**src/cosc_pkg.sv**
```systemverilog
package cosc_pkg;
    // timing at 25 MHz
    localparam int unsigned CLK_FREQ_HZ        = 25000000;
    localparam int unsigned OE_DELAY_US        = 10;
    localparam int unsigned OE_DELAY_CYC       = OE_DELAY_US * (CLK_FREQ_HZ / 1000000);
    localparam int unsigned STABLE_MS          = 3;
    localparam int unsigned STABLE_CYC         = STABLE_MS * (CLK_FREQ_HZ / 1000);
    localparam int unsigned SPREAD_MS          = 3;
    localparam int unsigned SPREAD_CYC         = SPREAD_MS * (CLK_FREQ_HZ / 1000);
    localparam int unsigned CPU_RESUME_MIN     = 2;
    localparam int unsigned CPU_RESUME_MAX     = 6;

    // apb register offsets
    localparam logic [7:0] CPU_CTRL_OFS        = 8'h00;
    localparam logic [7:0] IO_CTRL_OFS         = 8'h04;
    localparam logic [7:0] DISP_CTRL_OFS       = 8'h08;
    localparam logic [7:0] LINK_CTRL_OFS       = 8'h0c;
    localparam logic [7:0] STATUS_OFS          = 8'h10;

    // per-output control field positions (cpu uses 4 bits per output)
    localparam int unsigned F_OE               = 0;
    localparam int unsigned F_PD_TRI           = 1;
    localparam int unsigned F_HALT_TRI         = 2;
    localparam int unsigned F_FREE             = 3;
    localparam int unsigned F_WIDTH            = 4;
    localparam int unsigned LINK_SPREAD_LSB    = 1;
    localparam int unsigned LINK_SPREAD_W      = 4;

    localparam logic [11:0] CPU_CTRL_RST       = 12'h111;
    localparam logic [3:0]  IO_CTRL_RST        = 4'h1;
    localparam logic [1:0]  DISP_CTRL_RST      = 2'h1;
    localparam logic [4:0]  LINK_CTRL_RST      = 5'h01;

    // output drive modes
    typedef enum logic [1:0] {
        COSC_RUN   = 2'b00,
        COSC_IREF6 = 2'b01,
        COSC_IREF2 = 2'b10,
        COSC_TRI   = 2'b11
    } cosc_mode_t;
endpackage

```
**src/cosc_delay.sv**
```systemverilog
`timescale 1ns/1ns
`default_nettype none
// registered drive mode follower: applies a new mode within the oe delay
module cosc_delay (
    input  wire logic               mclk,
    input  wire logic               rst_n,
    input  wire cosc_pkg::cosc_mode_t want,
    output cosc_pkg::cosc_mode_t    mode
);
    typedef struct packed {
        cosc_pkg::cosc_mode_t mode;
    } cosc_dly_t;

    cosc_dly_t st_reg;
    cosc_dly_t st_next;

    // a mode change takes one clock boundary, well inside 10 us
    always_comb begin
        st_next      = st_reg;
        st_next.mode = want;
    end

    always_ff @(posedge mclk) begin
        if (!rst_n) begin
            st_reg <= '{mode: cosc_pkg::COSC_TRI};
        end else begin
            st_reg <= st_next;
        end
    end

    assign mode = st_reg.mode;
endmodule // cosc_delay
`default_nettype wire

```
**src/cosc_ctrl.sv**
```systemverilog
// Register access over APB and the register addresses were decided locally.
`timescale 1ns/1ns
`default_nettype none
module cosc_ctrl (
    input  wire logic        mclk,
    input  wire logic        rst_n,
    input  wire logic [7:0]  paddr,
    input  wire logic        psel,
    input  wire logic        penable,
    input  wire logic        pwrite,
    input  wire logic [31:0] pwdata,
    output logic      [31:0] prdata,
    output logic             pready,
    output logic             pslverr,
    input  wire logic        power_down_pin,
    input  wire logic        cpu_halt_n,
    input  wire logic        pci_halt_n,
    input  wire logic        free_pci_clock,
    input  wire logic        link_power_down_pin,
    output logic      [5:0]  cpu_mode,
    output logic      [1:0]  io_reference_clock_mode,
    output logic      [1:0]  display_96mhz_clock_mode,
    output logic             link_oe_n,
    output logic             smbus_oe_n,
    output logic             clocks_stable,
    output logic             link_settled
);
    typedef struct packed {
        logic [11:0] cpu_ctrl;
        logic [3:0]  io_ctrl;
        logic [1:0]  disp_ctrl;
        logic [4:0]  link_ctrl;
        logic        pci_clk_d;
        logic        pci_halt_s;
        logic [2:0]  cpu_resume;
        logic        cpu_halt_s;
        logic [16:0] stable_cnt;
        logic [16:0] spread_cnt;
        logic        link_oe_n;
        logic        smbus_oe_n;
        logic        stable;
        logic        settled;
        logic [31:0] prdata;
        logic        pready;
        logic        pslverr;
    } cosc_st_t;

    cosc_st_t st_reg;
    cosc_st_t st_next;

    cosc_pkg::cosc_mode_t cpu_want [3];
    cosc_pkg::cosc_mode_t cpu_have [3];
    cosc_pkg::cosc_mode_t io_want;
    cosc_pkg::cosc_mode_t io_have;
    cosc_pkg::cosc_mode_t disp_want;
    cosc_pkg::cosc_mode_t disp_have;

    logic access;
    logic pci_edge;
    assign access   = psel && penable && st_reg.pready;
    assign pci_edge = free_pci_clock && !st_reg.pci_clk_d;

    // per-output mode selection, one boundary before the follower
    genvar g;
    generate
        for (g = 0; g < 3; g++) begin : g_cpu
            logic [3:0] c;
            assign c = st_reg.cpu_ctrl[g*cosc_pkg::F_WIDTH +: cosc_pkg::F_WIDTH];
            always_comb begin
                if (!c[cosc_pkg::F_OE]) begin
                    cpu_want[g] = cosc_pkg::COSC_TRI;
                end else if (power_down_pin) begin
                    cpu_want[g] = c[cosc_pkg::F_PD_TRI] ? cosc_pkg::COSC_TRI
                                                        : cosc_pkg::COSC_IREF2;
                end else if (st_reg.cpu_halt_s && !c[cosc_pkg::F_FREE]) begin
                    cpu_want[g] = c[cosc_pkg::F_HALT_TRI] ? cosc_pkg::COSC_TRI
                                                          : cosc_pkg::COSC_IREF6;
                end else begin
                    cpu_want[g] = cosc_pkg::COSC_RUN;
                end
            end
            cosc_delay u_cpu (
                .mclk  (mclk),
                .rst_n (rst_n),
                .want  (cpu_want[g]),
                .mode  (cpu_have[g])
            );
        end
    endgenerate

    always_comb begin
        if (!st_reg.io_ctrl[cosc_pkg::F_OE]) begin
            io_want = cosc_pkg::COSC_TRI;
        end else if (power_down_pin) begin
            io_want = st_reg.io_ctrl[cosc_pkg::F_PD_TRI] ? cosc_pkg::COSC_TRI
                                                         : cosc_pkg::COSC_IREF2;
        end else if (st_reg.pci_halt_s && !st_reg.io_ctrl[cosc_pkg::F_FREE]) begin
            io_want = st_reg.io_ctrl[cosc_pkg::F_HALT_TRI] ? cosc_pkg::COSC_TRI
                                                           : cosc_pkg::COSC_IREF6;
        end else begin
            io_want = cosc_pkg::COSC_RUN;
        end
        if (!st_reg.disp_ctrl[cosc_pkg::F_OE]) begin
            disp_want = cosc_pkg::COSC_TRI;
        end else if (power_down_pin) begin
            disp_want = st_reg.disp_ctrl[cosc_pkg::F_PD_TRI] ? cosc_pkg::COSC_TRI
                                                             : cosc_pkg::COSC_IREF2;
        end else begin
            disp_want = cosc_pkg::COSC_RUN;
        end
    end

    cosc_delay u_io (
        .mclk  (mclk),
        .rst_n (rst_n),
        .want  (io_want),
        .mode  (io_have)
    );

    cosc_delay u_disp (
        .mclk  (mclk),
        .rst_n (rst_n),
        .want  (disp_want),
        .mode  (disp_have)
    );

    always_comb begin
        st_next = st_reg;
        st_next.pci_clk_d = free_pci_clock;
        // sample pci halt on free clock edge
        if (pci_edge) begin
            st_next.pci_halt_s = !pci_halt_n;
        end
        // stop at once, resume after a short count
        if (!cpu_halt_n) begin
            st_next.cpu_halt_s = 1'b1;
            st_next.cpu_resume = 3'h0;
        end else if (st_reg.cpu_halt_s) begin
            st_next.cpu_resume = st_reg.cpu_resume + 3'h1;
            if (st_reg.cpu_resume == 3'(cosc_pkg::CPU_RESUME_MIN - 1)) begin
                st_next.cpu_halt_s = 1'b0;
            end
        end
        st_next.smbus_oe_n = link_power_down_pin;
        st_next.link_oe_n  = link_power_down_pin || !st_reg.link_ctrl[cosc_pkg::F_OE];
        // stabilization count after link powerdown release
        if (link_power_down_pin) begin
            st_next.stable_cnt = 17'h0;
            st_next.stable     = 1'b0;
        end else if (st_reg.stable_cnt == 17'(cosc_pkg::STABLE_CYC - 1)) begin
            st_next.stable = 1'b1;
        end else begin
            st_next.stable_cnt = st_reg.stable_cnt + 17'h1;
        end
        if (st_reg.spread_cnt == 17'(cosc_pkg::SPREAD_CYC - 1)) begin
            st_next.settled = 1'b1;
        end else begin
            st_next.spread_cnt = st_reg.spread_cnt + 17'h1;
        end
        // apb: one wait state, pready high in access phase
        st_next.pready  = psel && !st_reg.pready && penable;
        st_next.pslverr = 1'b0;
        if (psel && penable && !st_reg.pready) begin
            st_next.prdata = 32'h0;
            case (paddr)
                cosc_pkg::CPU_CTRL_OFS:  st_next.prdata = {20'h0, st_reg.cpu_ctrl};
                cosc_pkg::IO_CTRL_OFS:   st_next.prdata = {28'h0, st_reg.io_ctrl};
                cosc_pkg::DISP_CTRL_OFS: st_next.prdata = {30'h0, st_reg.disp_ctrl};
                cosc_pkg::LINK_CTRL_OFS: st_next.prdata = {27'h0, st_reg.link_ctrl};
                cosc_pkg::STATUS_OFS:    st_next.prdata = {28'h0, st_reg.settled,
                                                           st_reg.stable,
                                                           st_reg.pci_halt_s,
                                                           st_reg.cpu_halt_s};
                default:                 st_next.pslverr = 1'b1;
            endcase
        end
        if (access && pwrite) begin
            case (paddr)
                cosc_pkg::CPU_CTRL_OFS:  st_next.cpu_ctrl  = pwdata[11:0];
                cosc_pkg::IO_CTRL_OFS:   st_next.io_ctrl   = pwdata[3:0];
                cosc_pkg::DISP_CTRL_OFS: st_next.disp_ctrl = pwdata[1:0];
                cosc_pkg::LINK_CTRL_OFS: begin
                    st_next.link_ctrl = pwdata[4:0];
                    if (pwdata[4:1] != st_reg.link_ctrl[4:1]) begin
                        st_next.spread_cnt = 17'h0;
                        st_next.settled    = 1'b0;
                    end
                end
                default: ;
            endcase
        end
    end

    always_ff @(posedge mclk) begin
        if (!rst_n) begin
            st_reg <= '{cpu_ctrl: cosc_pkg::CPU_CTRL_RST, io_ctrl: cosc_pkg::IO_CTRL_RST,
                        disp_ctrl: cosc_pkg::DISP_CTRL_RST, link_ctrl: cosc_pkg::LINK_CTRL_RST,
                        link_oe_n: 1'b1, smbus_oe_n: 1'b1, default: '0};
        end else begin
            st_reg <= st_next;
        end
    end

    // outputs are registered; powerdown parks via the follower, never mid-cycle
    assign cpu_mode                 = {cpu_have[2], cpu_have[1], cpu_have[0]};
    assign io_reference_clock_mode  = io_have;
    assign display_96mhz_clock_mode = disp_have;
    assign link_oe_n                = st_reg.link_oe_n;
    assign smbus_oe_n               = st_reg.smbus_oe_n;
    assign clocks_stable            = st_reg.stable;
    assign link_settled             = st_reg.settled;
    assign prdata                   = st_reg.prdata;
    assign pready                   = st_reg.pready;
    assign pslverr                  = st_reg.pslverr;

    a_pd_tri_io: assert property (@(posedge mclk) disable iff (!rst_n)
        power_down_pin && st_reg.io_ctrl[0] && st_reg.io_ctrl[1]
        |=> io_reference_clock_mode == cosc_pkg::COSC_TRI)
        else $error("io not tristated in powerdown");
    a_oe_off_cpu0: assert property (@(posedge mclk) disable iff (!rst_n)
        !st_reg.cpu_ctrl[0] |=> cpu_mode[1:0] == cosc_pkg::COSC_TRI)
        else $error("disabled cpu output not tristated");
    a_link_hiz: assert property (@(posedge mclk) disable iff (!rst_n)
        link_power_down_pin |=> link_oe_n && smbus_oe_n)
        else $error("link pins driven in powerdown");
    a_oe_within: assert property (@(posedge mclk) disable iff (!rst_n)
        $changed(disp_want) ##1 disp_want == $past(disp_want)
        |-> display_96mhz_clock_mode == $past(disp_want))
        else $error("display mode slow");
    a_pci_sample: assert property (@(posedge mclk) disable iff (!rst_n)
        !pci_edge |=> st_reg.pci_halt_s == $past(st_reg.pci_halt_s))
        else $error("pci halt changed without edge");
    a_disp_pd_drive: assert property (@(posedge mclk) disable iff (!rst_n)
        power_down_pin && st_reg.disp_ctrl == 2'h1
        |=> display_96mhz_clock_mode == cosc_pkg::COSC_IREF2)
        else $error("display not at iref2");
    a_cpu_halt_stop: assert property (@(posedge mclk) disable iff (!rst_n)
        !cpu_halt_n && !power_down_pin && st_reg.cpu_ctrl[3:0] == 4'h1
        ##1 !power_down_pin && st_reg.cpu_ctrl[3:0] == 4'h1
        |=> cpu_mode[1:0] == cosc_pkg::COSC_IREF6)
        else $error("stoppable cpu not parked");
    a_cpu_resume: assert property (@(posedge mclk) disable iff (!rst_n)
        $rose(cpu_halt_n) |-> ##[1:6] !st_reg.cpu_halt_s)
        else $error("cpu halt not released");
    a_io_halt_tri: assert property (@(posedge mclk) disable iff (!rst_n)
        !power_down_pin && st_reg.pci_halt_s && st_reg.io_ctrl == 4'h5
        |=> io_reference_clock_mode == cosc_pkg::COSC_TRI)
        else $error("io halt tristate missing");
    a_pd_tri_cpu1: assert property (@(posedge mclk) disable iff (!rst_n)
        power_down_pin && st_reg.cpu_ctrl[4] && st_reg.cpu_ctrl[5]
        |=> cpu_mode[3:2] == cosc_pkg::COSC_TRI)
        else $error("cpu1 not tristated in powerdown");
    a_pd_drive_io: assert property (@(posedge mclk) disable iff (!rst_n)
        power_down_pin && st_reg.io_ctrl[1:0] == 2'h1
        |=> io_reference_clock_mode == cosc_pkg::COSC_IREF2)
        else $error("io not at iref2 in powerdown");
    a_oe_off_io: assert property (@(posedge mclk) disable iff (!rst_n)
        !st_reg.io_ctrl[0] |=> io_reference_clock_mode == cosc_pkg::COSC_TRI)
        else $error("disabled io output not tristated");
    a_free_cpu_runs: assert property (@(posedge mclk) disable iff (!rst_n)
        !power_down_pin && st_reg.cpu_ctrl[3:0] == 4'h9
        |=> cpu_mode[1:0] == cosc_pkg::COSC_RUN)
        else $error("free running cpu output stopped");
    a_disp_ignores_halt: assert property (@(posedge mclk) disable iff (!rst_n)
        !power_down_pin && st_reg.disp_ctrl[0]
        |=> display_96mhz_clock_mode == cosc_pkg::COSC_RUN)
        else $error("display clock not running");
    a_link_driven: assert property (@(posedge mclk) disable iff (!rst_n)
        !link_power_down_pin && st_reg.link_ctrl[0] |=> !link_oe_n)
        else $error("enabled link not driven");
    a_stable_clear: assert property (@(posedge mclk) disable iff (!rst_n)
        link_power_down_pin |=> !clocks_stable)
        else $error("stable flag kept in link powerdown");
    a_spread_restart: assert property (@(posedge mclk) disable iff (!rst_n)
        access && pwrite && paddr == cosc_pkg::LINK_CTRL_OFS
        && pwdata[4:1] != st_reg.link_ctrl[4:1]
        |=> !link_settled)
        else $error("spread change did not restart settling");
    c_pd: cover property (@(posedge mclk) power_down_pin ##2 cpu_mode[1:0] == 2'b10);
    c_halt: cover property (@(posedge mclk) !cpu_halt_n ##2 cpu_mode[1:0] == 2'b01);
    c_pci: cover property (@(posedge mclk) pci_edge && !pci_halt_n);
    c_wr: cover property (@(posedge mclk) access && pwrite);
    c_link_pd: cover property (@(posedge mclk) link_power_down_pin ##1 link_oe_n && smbus_oe_n);
endmodule // cosc_ctrl
`default_nettype wire

```
**config.mk**
```make
export PLATFORM = sky130hd
export DESIGN_NAME = cosc_ctrl
export DESIGN_NICKNAME = d
export VERILOG_FILES = /design/src/cosc_pkg.sv /design/src/cosc_delay.sv /design/src/cosc_ctrl.sv
export SDC_FILE = /design/constraint.sdc
export NUM_CORES = 1
export LEC_CHECK = 0
export BUFFER_PORTS_ARGS = -buffer_cell sky130_fd_sc_hd__buf_2
export CAP_MARGIN = 0
export CORE_MARGIN = 2
export CORE_UTILIZATION = 40
export DETAILED_ROUTE_END_ITERATION = 6
export PLACE_DENSITY = 0.64
export SETUP_SLACK_MARGIN = 0.5
export SLEW_MARGIN = 20
export SYNTH_ARGS = -nofsm -noshare
export SYNTH_HDL_FRONTEND = slang
export SYNTH_SLANG_ARGS = --single-unit
```
**constraint.sdc**
```tcl
create_clock -name mclk -period 2.7 [get_ports mclk]
set_clock_uncertainty 0.15 [all_clocks]
set_input_delay 0.135 -clock mclk [delete_from_list [all_inputs] [get_ports mclk]]
set_output_delay 0.135 -clock mclk [all_outputs]
set_load 0.02 [all_outputs]
```
-- After elaboration in Yosys (flattened, before gate mapping)
Cells that the tools add are included.
- $add $sub $neg: 3
- eq/ne operators: 8
- mux-type cells: 31
- bitwise operators: 1
- reduce and logical (&&, ||, !) cells: 34
- operators with widths (cell ; count):
    $mux W17 ; 4
    $pmux W12 S5 ; 1
    $add A17 B1 Y17 const B ; 2
    $eq A17 B17 Y1 const B ; 2
    $mux W2 ; 13
    $reduce_and A2 Y1 ; 11
    $eq A8 B4 Y1 const B ; 2
    $mux W1 ; 13
    $logic_and A1 B1 Y1 ; 11
    $eq A8 B3 Y1 const B ; 1
    $eq A8 B5 Y1 const B ; 1
    $logic_not A1 Y1 ; 8
    $logic_not A8 Y1 ; 1
    $reduce_or A5 Y1 ; 1
    $ne A4 B4 Y1 ; 1
    $add A3 B1 Y3 const B ; 1
    $eq A3 B1 Y1 const B ; 1
    $reduce_or A2 Y1 ; 1
    $logic_or A1 B1 Y1 ; 1
    $not A1 Y1 ; 1
- register bits after elaboration: 111
- input bits: 50
- word-level logic and storage cells: 99

-- Depth between registers and ports, before layout
Gate-level depths: netlist of run 1.
- depth in word-level cells: 5
- mapped depth: 6
- depth with buffers taken out: 5

-- By module
From an unflattened synthesis of run 1, not the netlist that was laid out.
- cells, all modules: 492
- area, all modules: 4232.8 µm²
- modules (own cells, without submodules) (module ; instances ; cells an instance ; area an instance (µm²) ; sequential area each (µm²)):
    cosc_ctrl ; 1 ; 472 ; 3970.1 ; 1621.6
    cosc_delay ; 5 ; 4 ; 52.6 ; 40.0

-- Worst setup path before layout of run 1
No wires, ideal clock.
- path type: reg2reg
- start: register st_reg (netlist bit pready)
- end: register st_reg[54] (netlist bit)
- setup time: 0.115 ns
- arrival time: 1.457 ns
- data required time: 2.435 ns
- slack: 0.978 ns
- cell stages (with the launch flop): 6
- path buffers: 1
- period minus slack after synthesis: 1.722 ns
- cells stage by stage: dfxtp_1 > and4_1 > nand4_4 > o21ai_2 > buf_6 > nor2_1
- cells in the longest elaborated chain, start to end: 3
- RTL lines (what ; RTL line ; source):
    start: declaration ; cosc_ctrl.sv:48 ; cosc_st_t st_reg;
    start signal: assignment ; cosc_ctrl.sv:196 ; st_reg <= '{cpu_ctrl: cosc_pkg::CPU_CTRL_RST, io_ctrl: cosc_pkg::IO_CTRL_RST,
    start signal: assignment ; cosc_ctrl.sv:200 ; st_reg <= st_next;
    $logic_and A1 B1 Y1 ; cosc_ctrl.sv:60 ; assign access = psel && penable && st_reg.pready;
    $logic_and A1 B1 Y1 ; cosc_ctrl.sv:177 ; if (access && pwrite) begin
    $mux W17 ; cosc_ctrl.sv:177 ;
No other way between the ends.
A chain may end at the register's enable or synchronous reset.

-- Final worst setup path of run 1
- start: register st_reg[38] (netlist bit)
- end: register st_reg[40] (netlist bit)
- cells in the longest elaborated chain, start to end: 5
- RTL lines (what ; RTL line ; source):
    $add A17 B1 Y17 / $eq A17 B17 Y1 (equally long branches) ; cosc_ctrl.sv:158, cosc_ctrl.sv:155 ;
    $mux W17 * ; cosc_ctrl.sv:155 ; if (st_reg.spread_cnt == 17'(cosc_pkg::SPREAD_CYC - 1)) begin
    $mux W17 ; cosc_ctrl.sv:184 ; if (pwdata[4:1] != st_reg.link_ctrl[4:1]) begin
    $mux W17 ; cosc_ctrl.sv:178 ; case (paddr)
    $mux W17 * ; cosc_ctrl.sv:177 ;
Mark *: on every way between the ends. The rest lies on a longest branch, timed or not.

==> results of run 1 <==
[where the power goes]
group,leakage [uW],switching (uW),internal [uW]
registers,0.000740,17.6,1360
logic,0.00102,125,76.7
clock network,0.0000966,487,430
total,0.00185,630,1870
[layout by cell type (no fill, tap or decap), types with 5 or more instances in the layout]
| master | n |
|---|---|
| o21ai_0 | 20 |
| nand3_1 | 35 |
| nand4_1 | 14 |
| nand2_1 | 39 |
| a22oi_1 | 7 |
| nor2b_1 | 17 |
| buf_2 | 57 |
| a21oi_1 | 18 |
| mux2i_1 | 15 |
| clkbuf_8 | 9 |
| nand3b_1 | 5 |
| nor2_1 | 39 |
| and4_1 | 7 |
| inv_1 | 9 |
| xor2_1 | 12 |
| nor4_1 | 10 |
| conb_1 | 20 |
| nor3_1 | 6 |
| xnor2_1 | 18 |
| dfxtp_1 | 91 |
| dlygate4sd3_1 | 17 |
[repair_timing]
| action | 4_1_cts | 5_1_grt |
|---|---|---|
| endpoints found under the hold margin | 34 | 0 |
| buffers inserted | 0 | 0 |
| hold buffers | 17 | 0 |
[final timing paths]
| path | from | end | slack (ps) | cells after the start |
|---|---|---|---|---|
| min | paddr[6] | pslverr | 20 | 3 |
| max | st_reg[38] | st_reg[40] | 780 | 5 |
| max reg2reg | st_reg[38] | st_reg[40] | 780 | 5 |
| min reg2reg | st_reg[78] | link_oe_n | 260 | 1 |
[final cells by class]
class	count	area [um2]	share of cell area (%)
clock buffers	10	128	2.70
clock inverters	6	65.1	1.38
inverters	10	37.5	0.794
multi-input cells	330	2020	42.7
flip-flops and latches	91	1820	38.5
well taps	136	170	3.60
repair buffers	78	485	10.3
[worst min-delay path: cells and delay by family]
family,cells,cell delay (ps)
buffers and inverters,1,150
AO/OA/AOI/OAI,1,100
AND/OR/NAND/NOR,1,110
[routing by layer]
layer,up-vias,track usage [%]
li1,1680,-
met1,1538,21.2
met2,62,26.3
met3,8,3.65
met4,0,4.51
met5,-,0
[through the flow]
stage               worst slack [ps]  cells  power, uW  instance area [um2]  hold WS [ps]
detailed placement               695    628       1600                 4360           196
floorplan                        978    479       1560                 4190          91.2
global placement                 732    628       1590                 4360           199
finish                           780    661       2500                 4730          17.2
CTS                              761    661       2530                 4730          5.05
global route                     611    661       2610                 4730          40.1
[logic make-up (layout without fill, tap and decap cells)]
group           Yosys count  count (layout)  synth area share (%)
mux                      19              19                  4.73
simple gates            200             200                  26.5
compound gates           57              57                  8.29
buf+inv                  58             104                  8.59
fa+ha+maj                 4               4                  1.21
other cells               1              20                0.0910
xor+xnor                 30              30                  6.37
flops                    91              91                  44.2
==> flow_summary.json, run 1 <==
{
  "cp_slowest_cell": "dfxtp_1",
  "fin_crit_sh_pct": 71.1,
  "drc": 0,
  "synth.top_cell.area_share_pct": 44.2,
  "fin_setup_tns_ps": 0,
  "core_um2": 10200,
  "grt_max_degree": 49,
  "grt_pass1_vias": 3041,
  "drtIter0Drc": 83,
  "vdd.ir_drop.worst_mv": 0.307,
  "synth_area_leaders": "dfxtp_1 44%, buf_4 5.8%, nand3_1 4.2%",
  "wl_met3_um": 305,
  "async_flop_share_pct": 0,
  "dp.final_hpwl_um": 6210,
  "area_delta_synth_final_pct": 14.6,
  "ys_ff_latch": 91,
  "grt_pass1_wl_um": 14500,
  "cp.required_ps": 2830,
  "gp_congestion": 0.755,
  "postRouteAntennaNets": 0,
  "drv_slew": 0,
  "clkTransAtPathRegs_ps": 90,
  "max_cap_violations": 0,
  "io_buffers": 57,
  "cts_resized": 0,
  "synth-edff-count": 0,
  "cp_max_fo": 5,
  "synthFlopType": "dfxtp_1",
  "n_antenna_cell": 0,
  "worstPathCellList": "ha_1, nor4bb_1, nand4_1, and3_1, nor3_1",
  "yosysTopAreaCell": "dfxtp_1",
  "clock_latency_ps": 350,
  "synth_cells": 460,
  "worst_ep_arrival_time_ps": 2050,
  "crit_path_end_kind": "flop",
  "syn_area_um2": 4120,
  "vias_per_cell": 4.97,
  "cts_tree": "built",
  "outcome": "complete, no violations",
  "slowest_delay_ps": 420,
  "power.leakage_uw": 0.00185,
  "maxSlewHeadroom_pct": 62.0,
  "critical_path.top_delay_family": "simple AND/OR/NAND/NOR gates",
  "clk_path_buf_depth": 2,
  "die_width_um": 106,
  "rsz0062_at_grt": "no",
  "finalHoldViolCount": 0,
  "m1WireLength_um": 4260,
  "min_path_type": "in -> reg",
  "wl_met2_um": 4070,
  "fp-row-count": 37,
  "tightest_slew_ps": 568,
  "io_pins": 98,
  "final_nets": 574,
  "clock-sinks": 91,
  "yosys_warnings": 0,
  "period_minus_slack_ps": 1920,
  "via_count": 3288,
  "grt.overflow.total": 0,
  "drive_gt1_share_pct": 16.6,
  "synth_cell_types": 46,
  "yosysMostFrequentCell": "dfxtp_1",
  "drt_wl_total_um": 8710,
  "start_kind": "flop",
  "critPathKind": "reg -> reg",
  "largest_register_ffs": 51,
  "cp_num_buf_inv": 0,
  "syn_area_per_cell_um2": 8.96,
  "synth_common_cells": "91 x dfxtp_1, 39 x nand2_1, 39 x nor2_1, 35 x nand3_1, 32 x buf_4",
  "dr.pass1.iters": 5,
  "pwr_density_cell_nw_per_um2": 529,
  "die-area_um2": 11100,
  "die_h_um": 106,
  "start_util_pct": 40.5,
  "finalSetupViolCount": 0,
  "maxUsedRoutingLayer": "met4",
  "fmax_ghz": 0.521,
  "avgRoutedWirePerCell_um": 13.2,
  "tritoncts.num_buffers": 9,
  "seq_area_frac_synth_pct": 44.2,
  "antenna_found_initial": 0,
  "post-route-util_pct": 46.4,
  "fillerInstances": 1055,
  "cts_root_buf": "clkbuf_8",
  "h-tree-depth": 3,
  "grtUsageTotal_pct": 16.1
}
Note: power is estimated with default switching activity, not from simulation.
==> run 2: changes to the inputs <==
--- a/config.mk
+++ b/config.mk
@@ -5,12 +5,13 @@
 export SDC_FILE = /design/constraint.sdc
 export NUM_CORES = 1
 export LEC_CHECK = 0
+export ABC_AREA = 1
 export BUFFER_PORTS_ARGS = -buffer_cell sky130_fd_sc_hd__buf_2
 export CAP_MARGIN = 0
 export CORE_MARGIN = 2
 export CORE_UTILIZATION = 40
 export DETAILED_ROUTE_END_ITERATION = 6
-export PLACE_DENSITY = 0.64
+export PLACE_DENSITY = 0.66
 export SETUP_SLACK_MARGIN = 0.5
 export SLEW_MARGIN = 20
 export SYNTH_ARGS = -nofsm -noshare
==> constraint.sdc (replaced) <==
create_clock -name mclk -period 1.7 [get_ports mclk]
set_clock_uncertainty 0.15 [all_clocks]
set_input_delay 0.085 -clock mclk [delete_from_list [all_inputs] [get_ports mclk]]
set_output_delay 0.085 -clock mclk [all_outputs]
set_load 0.02 [all_outputs]
==> run 2 against run 1 <==
  * Core utilization grew 13 points
  * Synthesized cell count grew 24%
  * Total power grew 71%
  * Largest cell class unchanged
  * Largest power group unchanged
==> flow_summary.json, run 2 <==
{
  "fin_crit_sh_pct": 88.4,
  "n_antenna_cell": 0,
  "synth.top_cell.area_share_pct": 41.6,
  "drtIter0Drc": 155,
  "dr.pass1.iters": 4,
  "final_common_cell": "nand2_1",
  "h-tree-depth": 3,
  "syn_area_um2": 4380,
  "via_count": 4221,
  "die-area_um2": 11800,
  "dp.final_hpwl_um": 7260,
  "avgRoutedWirePerCell_um": 14.5,
  "outcome": "complete, no violations",
  "critPathKind": "reg -> reg",
  "drc": 0,
  "min_path_type": "in -> reg",
  "synthFlopType": "dfxtp_1",
  "synth_cell_types": 44,
  "r2r-start": "st_reg[39]",
  "clk_path_buf_depth": 2,
  "cts_root_buf": "clkbuf_8",
  "most-common-layout-cells": "76 x nand2_1, 59 x dfxtp_1, 56 x buf_2",
  "worst_ep_arrival_time_ps": 1660,
  "synth_cells": 572,
  "endpoint": "st_reg[48]",
  "power.leakage_uw": 0.00262,
  "max_cap_violations": 0,
  "grtUsageTotal_pct": 19.3,
  "pwr_density_cell_nw_per_um2": 671,
  "postRouteAntennaNets": 0,
  "grt_pass1_wl_um": 18000,
  "fp-row-count": 38,
  "die_width_um": 109,
  "io_pins": 98,
  "vdd.ir_drop.worst_mv": 0.574,
  "gp_congestion": 0.870,
  "final_area_um2": 6350,
  "start_kind": "flop",
  "r2r_slack_ps": 200,
  "period_minus_slack_ps": 1500,
  "register_area_um2": 1880,
  "seq_area_frac_synth_pct": 41.6,
  "fmax_ghz": 0.666,
  "synth_common_cells": "92 x nand2_1, 91 x dfxtp_1, 53 x inv_1, 51 x nor2_1, 49 x a21oi_1",
  "synth-edff-count": 0,
  "reg2regPathDepth": 8,
  "grt_max_degree": 26,
  "startpoint": "st_reg[39]",
  "finalSetupViolCount": 0,
  "grt_pass1_vias": 3931,
  "multi_input_area_um2": 2730,
  "reg2reg_to": "st_reg[48]",
  "vias_per_cell": 5.03,
  "drv_slew": 0,
  "syn_area_per_cell_um2": 7.66,
  "rsz0062_at_grt": "yes",
  "hp-start": "rst_n",
  "core_um2": 10700,
  "cp.required_ps": 1860,
  "die_h_um": 109,
  "final_nets": 748,
  "antenna_found_initial": 0,
  "largest_register_ffs": 51,
  "finalPower_uw": 4270,
  "clock-sinks": 91,
  "yosysTopAreaCell": "dfxtp_1",
  "fin_cells": 839,
  "clock_latency_ps": 370,
  "start_util_pct": 40.8,
  "ys_ff_latch": 91,
  "fin_setup_tns_ps": 0,
  "drt_wl_total_um": 12200,
  "drive_gt1_share_pct": 46.4,
  "yosys_warnings": 0,
  "place_area_um2": 4740,
  "grt.overflow.total": 0,
  "dpl.cell_count": 752,
  "cts_tree": "built",
  "area_delta_synth_final_pct": 45.0,
  "finalHoldViolCount": 0,
  "clkTransAtPathRegs_ps": 100,
  "async_flop_share_pct": 0,
  "io_buffers": 57,
  "crit_path_end_kind": "flop",
  "cp_max_fo": 3,
  "tritoncts.num_buffers": 9,
  "yosysMostFrequentCell": "nand2_1",
  "synth_area_leaders": "dfxtp_1 42%, nand2_1 7.9%, buf_4 6.0%",
  "fillerInstances": 903
}
-- run 2: cell types whose count changed in the layout (fill, tap and decap cells not counted), moves of 23 or more --
cell / before / now
nand2_1: 39 / 76
inv_1: 9 / 45
dfxtp_1: 91 / 59
o21ai_2: 1 / 29
buf_4: 4 / 28
dfxtp_2: 0 / 24
buf_6: 0 / 23
-- run 2: stage by stage --
stage          worst slack, ps  hold WS (ps)  util [%]
2_1_floorplan              269          28.5         -
3_3_place_gp               201           142      44.1
3_5_place_dp               146           143      44.1
4_1_cts                    243         -24.0      51.7
5_1_grt                    144          57.1      59.1
6_report                   198          58.9      59.1
-- run 2: worst min path at each step --
stage	end	slack, ps	cells past startpoint
2_1_floorplan	st_reg[77]	30	2
3_5_place_dp	st_reg[76]	140	2
3_3_place_gp	st_reg[72]	140	2
4_1_cts	pready	-20	5
5_1_grt	g_cpu[2].c[0]	60	3
6_report	g_cpu[2].c[0]	60	3
-- run 2: timing repair --
| item | in CTS | in global routing |
|---|---|---|
| pin swaps | 34 | 48 |
| buffers inserted | 25 | 20 |
| resized for setup | 78 | 160 |
| setup endpoints to repair | 62 | 86 |
| hold buffers | 18 | 1 |
| endpoints found under the hold margin | 44 | 4 |
| cloned | 3 | 5 |
-- run 2: power breakdown --
group	leakage (uW)	total (uW)	internal (uW)	switching [uW]
clock network	0.000103	1550	707	847
logic	0.00176	500	210	290
registers	0.000758	2210	2170	40.6
total	0.00262	4270	3090	1180
-- run 2: critical path, cell delays in order, from the launching register on --
cell and delay [ps]:
dfxtp_4 380, ha_4 150, nand2_4 70, nor2_4 120, inv_2 60, nor2_4 120
nand2_1 80, or2_0 200, a21oi_1 110
-- run 2: cell families after synthesis --
kind of cell               Yosys count  share of synthesized area (%)
and+or+nand+nor                    258                           29.7
DFF                                 91                           41.6
adders and majority gates            4                           1.14
xor gates and xnor gates            14                           2.80
other                                1                         0.0856
buffers and inverters              105                           12.7
AOI/OAI and AO/OA                   99                           12.0
-- run 2: metal layers --
metal	vias to the layer above	global-route usage [%]	routed length [um]
li1	2080	-	-
met1	1982	23.9	5130
met2	134	32.3	6040
met3	25	4.36	685
met4	0	8.42	346
met5	-	0	0
-- run 2: area by class of cell --
class                           count  share of cell area (%)
Clock buffer                        9                    1.95
Tap cell                          140                    2.76
Inverter                           59                    3.82
Clock inverter                      7                    1.28
Timing Repair Buffer              134                    17.4
Multi-Input combinational cell    397                    43.0
Sequential cell                    91                    29.6
Timing Repair inverter              2                   0.236
==> run 3: changes to the inputs <==
--- a/config.mk
+++ b/config.mk
@@ -16,4 +16,5 @@
 export SLEW_MARGIN = 20
 export SYNTH_ARGS = -nofsm -noshare
 export SYNTH_HDL_FRONTEND = slang
+export SYNTH_HIERARCHICAL = 1
 export SYNTH_SLANG_ARGS = --single-unit
==> run 3 against run 2 <==
  * The run now ends with hold timing left
  * Maximum frequency increased by 2.0%
  * Design area fell by 0.98%
  * Setup slack improved by 29 ps
  * Clock-buffer cell count rose by 3
  * Global-route usage up 0.95 points
  * Total power fell by 3.8%
  * Core utilization fell by 0.32 points
  * Combinational power decreased by 1%
  * Synthesized cell count is 2.3% higher
  * Synthesized area down 0.80%
  * Worst hold slack got worse by 89 ps
  * Register-to-register slack improved by 30 ps
  * Critical endpoint is now st_reg[54]
  * Largest cell class unchanged
==> flow_summary.json, run 3 <==
{
  "gp_congestion": 0.847,
  "vias_per_cell": 4.99,
  "drt_wl_total_um": 12200,
  "cts_root_buf": "clkbuf_8",
  "most-common-layout-cells": "85 x nand2_1, 63 x dfxtp_1, 56 x buf_2",
  "grt_pass1_vias": 4014,
  "power.leakage_uw": 0.00275,
  "final_common_cell": "nand2_1",
  "n_antenna_cell": 0,
  "io_pins": 98,
  "clock-sinks": 91,
  "max_cap_violations": 0,
  "syn_area_um2": 4350,
  "hp-start": "link_power_down_pin",
  "worst_ep_arrival_time_ps": 1590,
  "power_frac_seq_pct": 53.6,
  "grt.overflow.total": 0,
  "pwr_density_cell_nw_per_um2": 652,
  "die_width_um": 108,
  "drtIter0Drc": 188,
  "cp_slowest_cell": "dfxtp_4",
  "grt_max_degree": 39,
  "fp-row-count": 38,
  "core_um2": 10700,
  "synth_area_leaders": "dfxtp_1 42%, nand2_1 8.9%, buf_4 5.9%",
  "fillerInstances": 923,
  "cts_tree": "built",
  "cp_max_fo": 4,
  "synth_common_cells": "103 x nand2_1, 91 x dfxtp_1, 68 x inv_1, 57 x nor2_1, 48 x a21oi_1",
  "worstPathCellList": "ha_4, nand2_4, nor2_4, nand2_4, nor2_4, nand2_2, xor2_1, nor2_1",
  "combPwrFrac_pct": 12.1,
  "syn_area_per_cell_um2": 7.43,
  "die-area_um2": 11700,
  "dr.pass1.iters": 4,
  "clkTransAtPathRegs_ps": 90,
  "min_path_type": "in -> reg",
  "drc": 0,
  "fmax_ghz": 0.679,
  "drv_slew": 0,
  "crit_path_end_kind": "flop",
  "h-tree-depth": 3,
  "yosys_warnings": 6,
  "finalHoldViolCount": 3,
  "io_buffers": 57,
  "hold_buffers": 19,
  "start_util_pct": 40.6,
  "clk_path_buf_depth": 2,
  "start_kind": "flop",
  "internal-power_uw": 2990,
  "fin_setup_tns_ps": 0,
  "drive_gt1_share_pct": 42.9,
  "startpoint": "st_reg[38]",
  "critPathKind": "reg -> reg",
  "async_flop_share_pct": 0,
  "dp.final_hpwl_um": 7410,
  "p_sw_uw": 1110,
  "outcome": "finished, violations left",
  "yosysTopAreaCell": "dfxtp_1",
  "postRouteAntennaNets": 0,
  "synth-edff-count": 0,
  "fin_crit_sh_pct": 86.6,
  "seq_area_frac_synth_pct": 41.9,
  "die_h_um": 108,
  "grtUsageTotal_pct": 20.3,
  "maxSlewHeadroom_pct": 63.7,
  "r2r-start": "st_reg[38]",
  "ys_ff_latch": 91,
  "tightest_slew_ps": 545,
  "final_nets": 760,
  "multi_input_area_um2": 2660,
  "synth.top_cell.area_share_pct": 41.9,
  "period_minus_slack_ps": 1470,
  "violations": "hold timing",
  "avgRoutedWirePerCell_um": 14.3,
  "antenna_found_initial": 0,
  "synthFlopType": "dfxtp_1",
  "yosysMostFrequentCell": "nand2_1",
  "grt_pass1_wl_um": 18600,
  "fin_cells": 851,
  "slowest_delay_ps": 370,
  "dpl.cell_count": 769,
  "synth_cells": 585,
  "clockPowerShare_pct": 34.4,
  "clock_latency_ps": 360,
  "largest_register_ffs": 51,
  "tritoncts.num_buffers": 9,
  "holdWs_ps": -30.5,
  "sw_frac_of_total_pct": 27.1,
  "area_delta_synth_final_pct": 44.8,
  "register_area_um2": 1880,
  "vdd.ir_drop.worst_mv": 0.364,
  "cp.required_ps": 1810,
  "rsz0062_at_grt": "yes",
  "finalSetupViolCount": 0,
  "synth_cell_types": 40,
  "via_count": 4244
}
## run 3: cell count changes after synthesis, moves of 4 or more
cell	change
inv_1	+15
nand2_1	+11
nor2_2	-7
nor2_1	+6
xor2_1	+5
nand2_2	-4
nand3_1	+4
nand4_1	-4
nor3_1	+4
## run 3: cell families after synthesis
group / share of synthesized area (%)
DFF: 41.9
other: 0.0863
xor gates and xnor gates: 3.83
AOI/OAI and AO/OA: 11.1
and+or+nand+nor: 28.3
buffers and inverters: 13.6
adders and majority gates: 1.15
## run 3: worst max-delay path: cells and delay by family (launching register included)
kind | cells | cell delay, ps
simple gates | 6 | 580
flops | 1 | 370
fa+ha+maj | 1 | 140
xor+xnor | 1 | 140
## run 3: repair_timing
action / in CTS / in global routing
buffers inserted: 27 / 14
endpoints found under the hold margin: 39 / 1
endpoints found under the setup margin: 68 / 79
cloned: 6 / 0
pin swaps: 40 / 39
gates resized for setup: 103 / 114
## run 3: cell type report
type,instances,area share [%]
inverters,71,4.51
well taps,140,2.78
multi-input cells,400,42.2
clock buffers,12,2.47
clock inverters,4,0.537
repair buffers,132,17.4
repair inverters,1,0.119
flip-flops and latches,91,29.9
## run 3: metal layers
layer  routed length [um]  part of all wire (%)  global-route usage [%]
met1                 4940                    41                    23.6
met2                 6440                    53                    36.9
met3                  532                   4.4                    3.98
met4                  260                   2.1                    7.33
met5                    0                     0                       0
## run 3: worst paths after layout
path / end / slack (ps) / cells past startpoint
setup / recovery: st_reg[54] / 230 / 8
setup reg to reg: st_reg[54] / 230 / 8
hold / removal: link_oe_n / -30 / 4
hold reg to reg: st_reg[53] / 320 / 2
## run 3: per-stage QoR
| stage | area [um2] | setup WS (ps) | total power [uW] | hold WS, ps | util [%] |
|---|---|---|---|---|---|
| 2_1_floorplan | 4590 | 321 | 2530 | 3.65 | - |
| 3_3_place_gp | 4830 | 219 | 2590 | 151 | 45.1 |
| 3_5_place_dp | 4830 | 190 | 2600 | 155 | 45.1 |
| 4_1_cts | 5810 | 249 | 4080 | -47.0 | 54.3 |
| 5_1_grt | 6290 | 142 | 4270 | -26.3 | 58.8 |
| 6_report | 6290 | 227 | 4100 | -30.5 | 58.8 |
## run 3: power groups by stage
| stage | registers, uW | clock network, uW | logic (uW) |
|---|---|---|---|
| finish | 2200 | 1410 | 495 |
| global route | 2200 | 1520 | 539 |
| CTS | 2200 | 1440 | 444 |
| detailed placement | 2250 | 0 | 346 |
| global placement | 2250 | 0 | 338 |
| floorplan | 2270 | 0 | 256 |
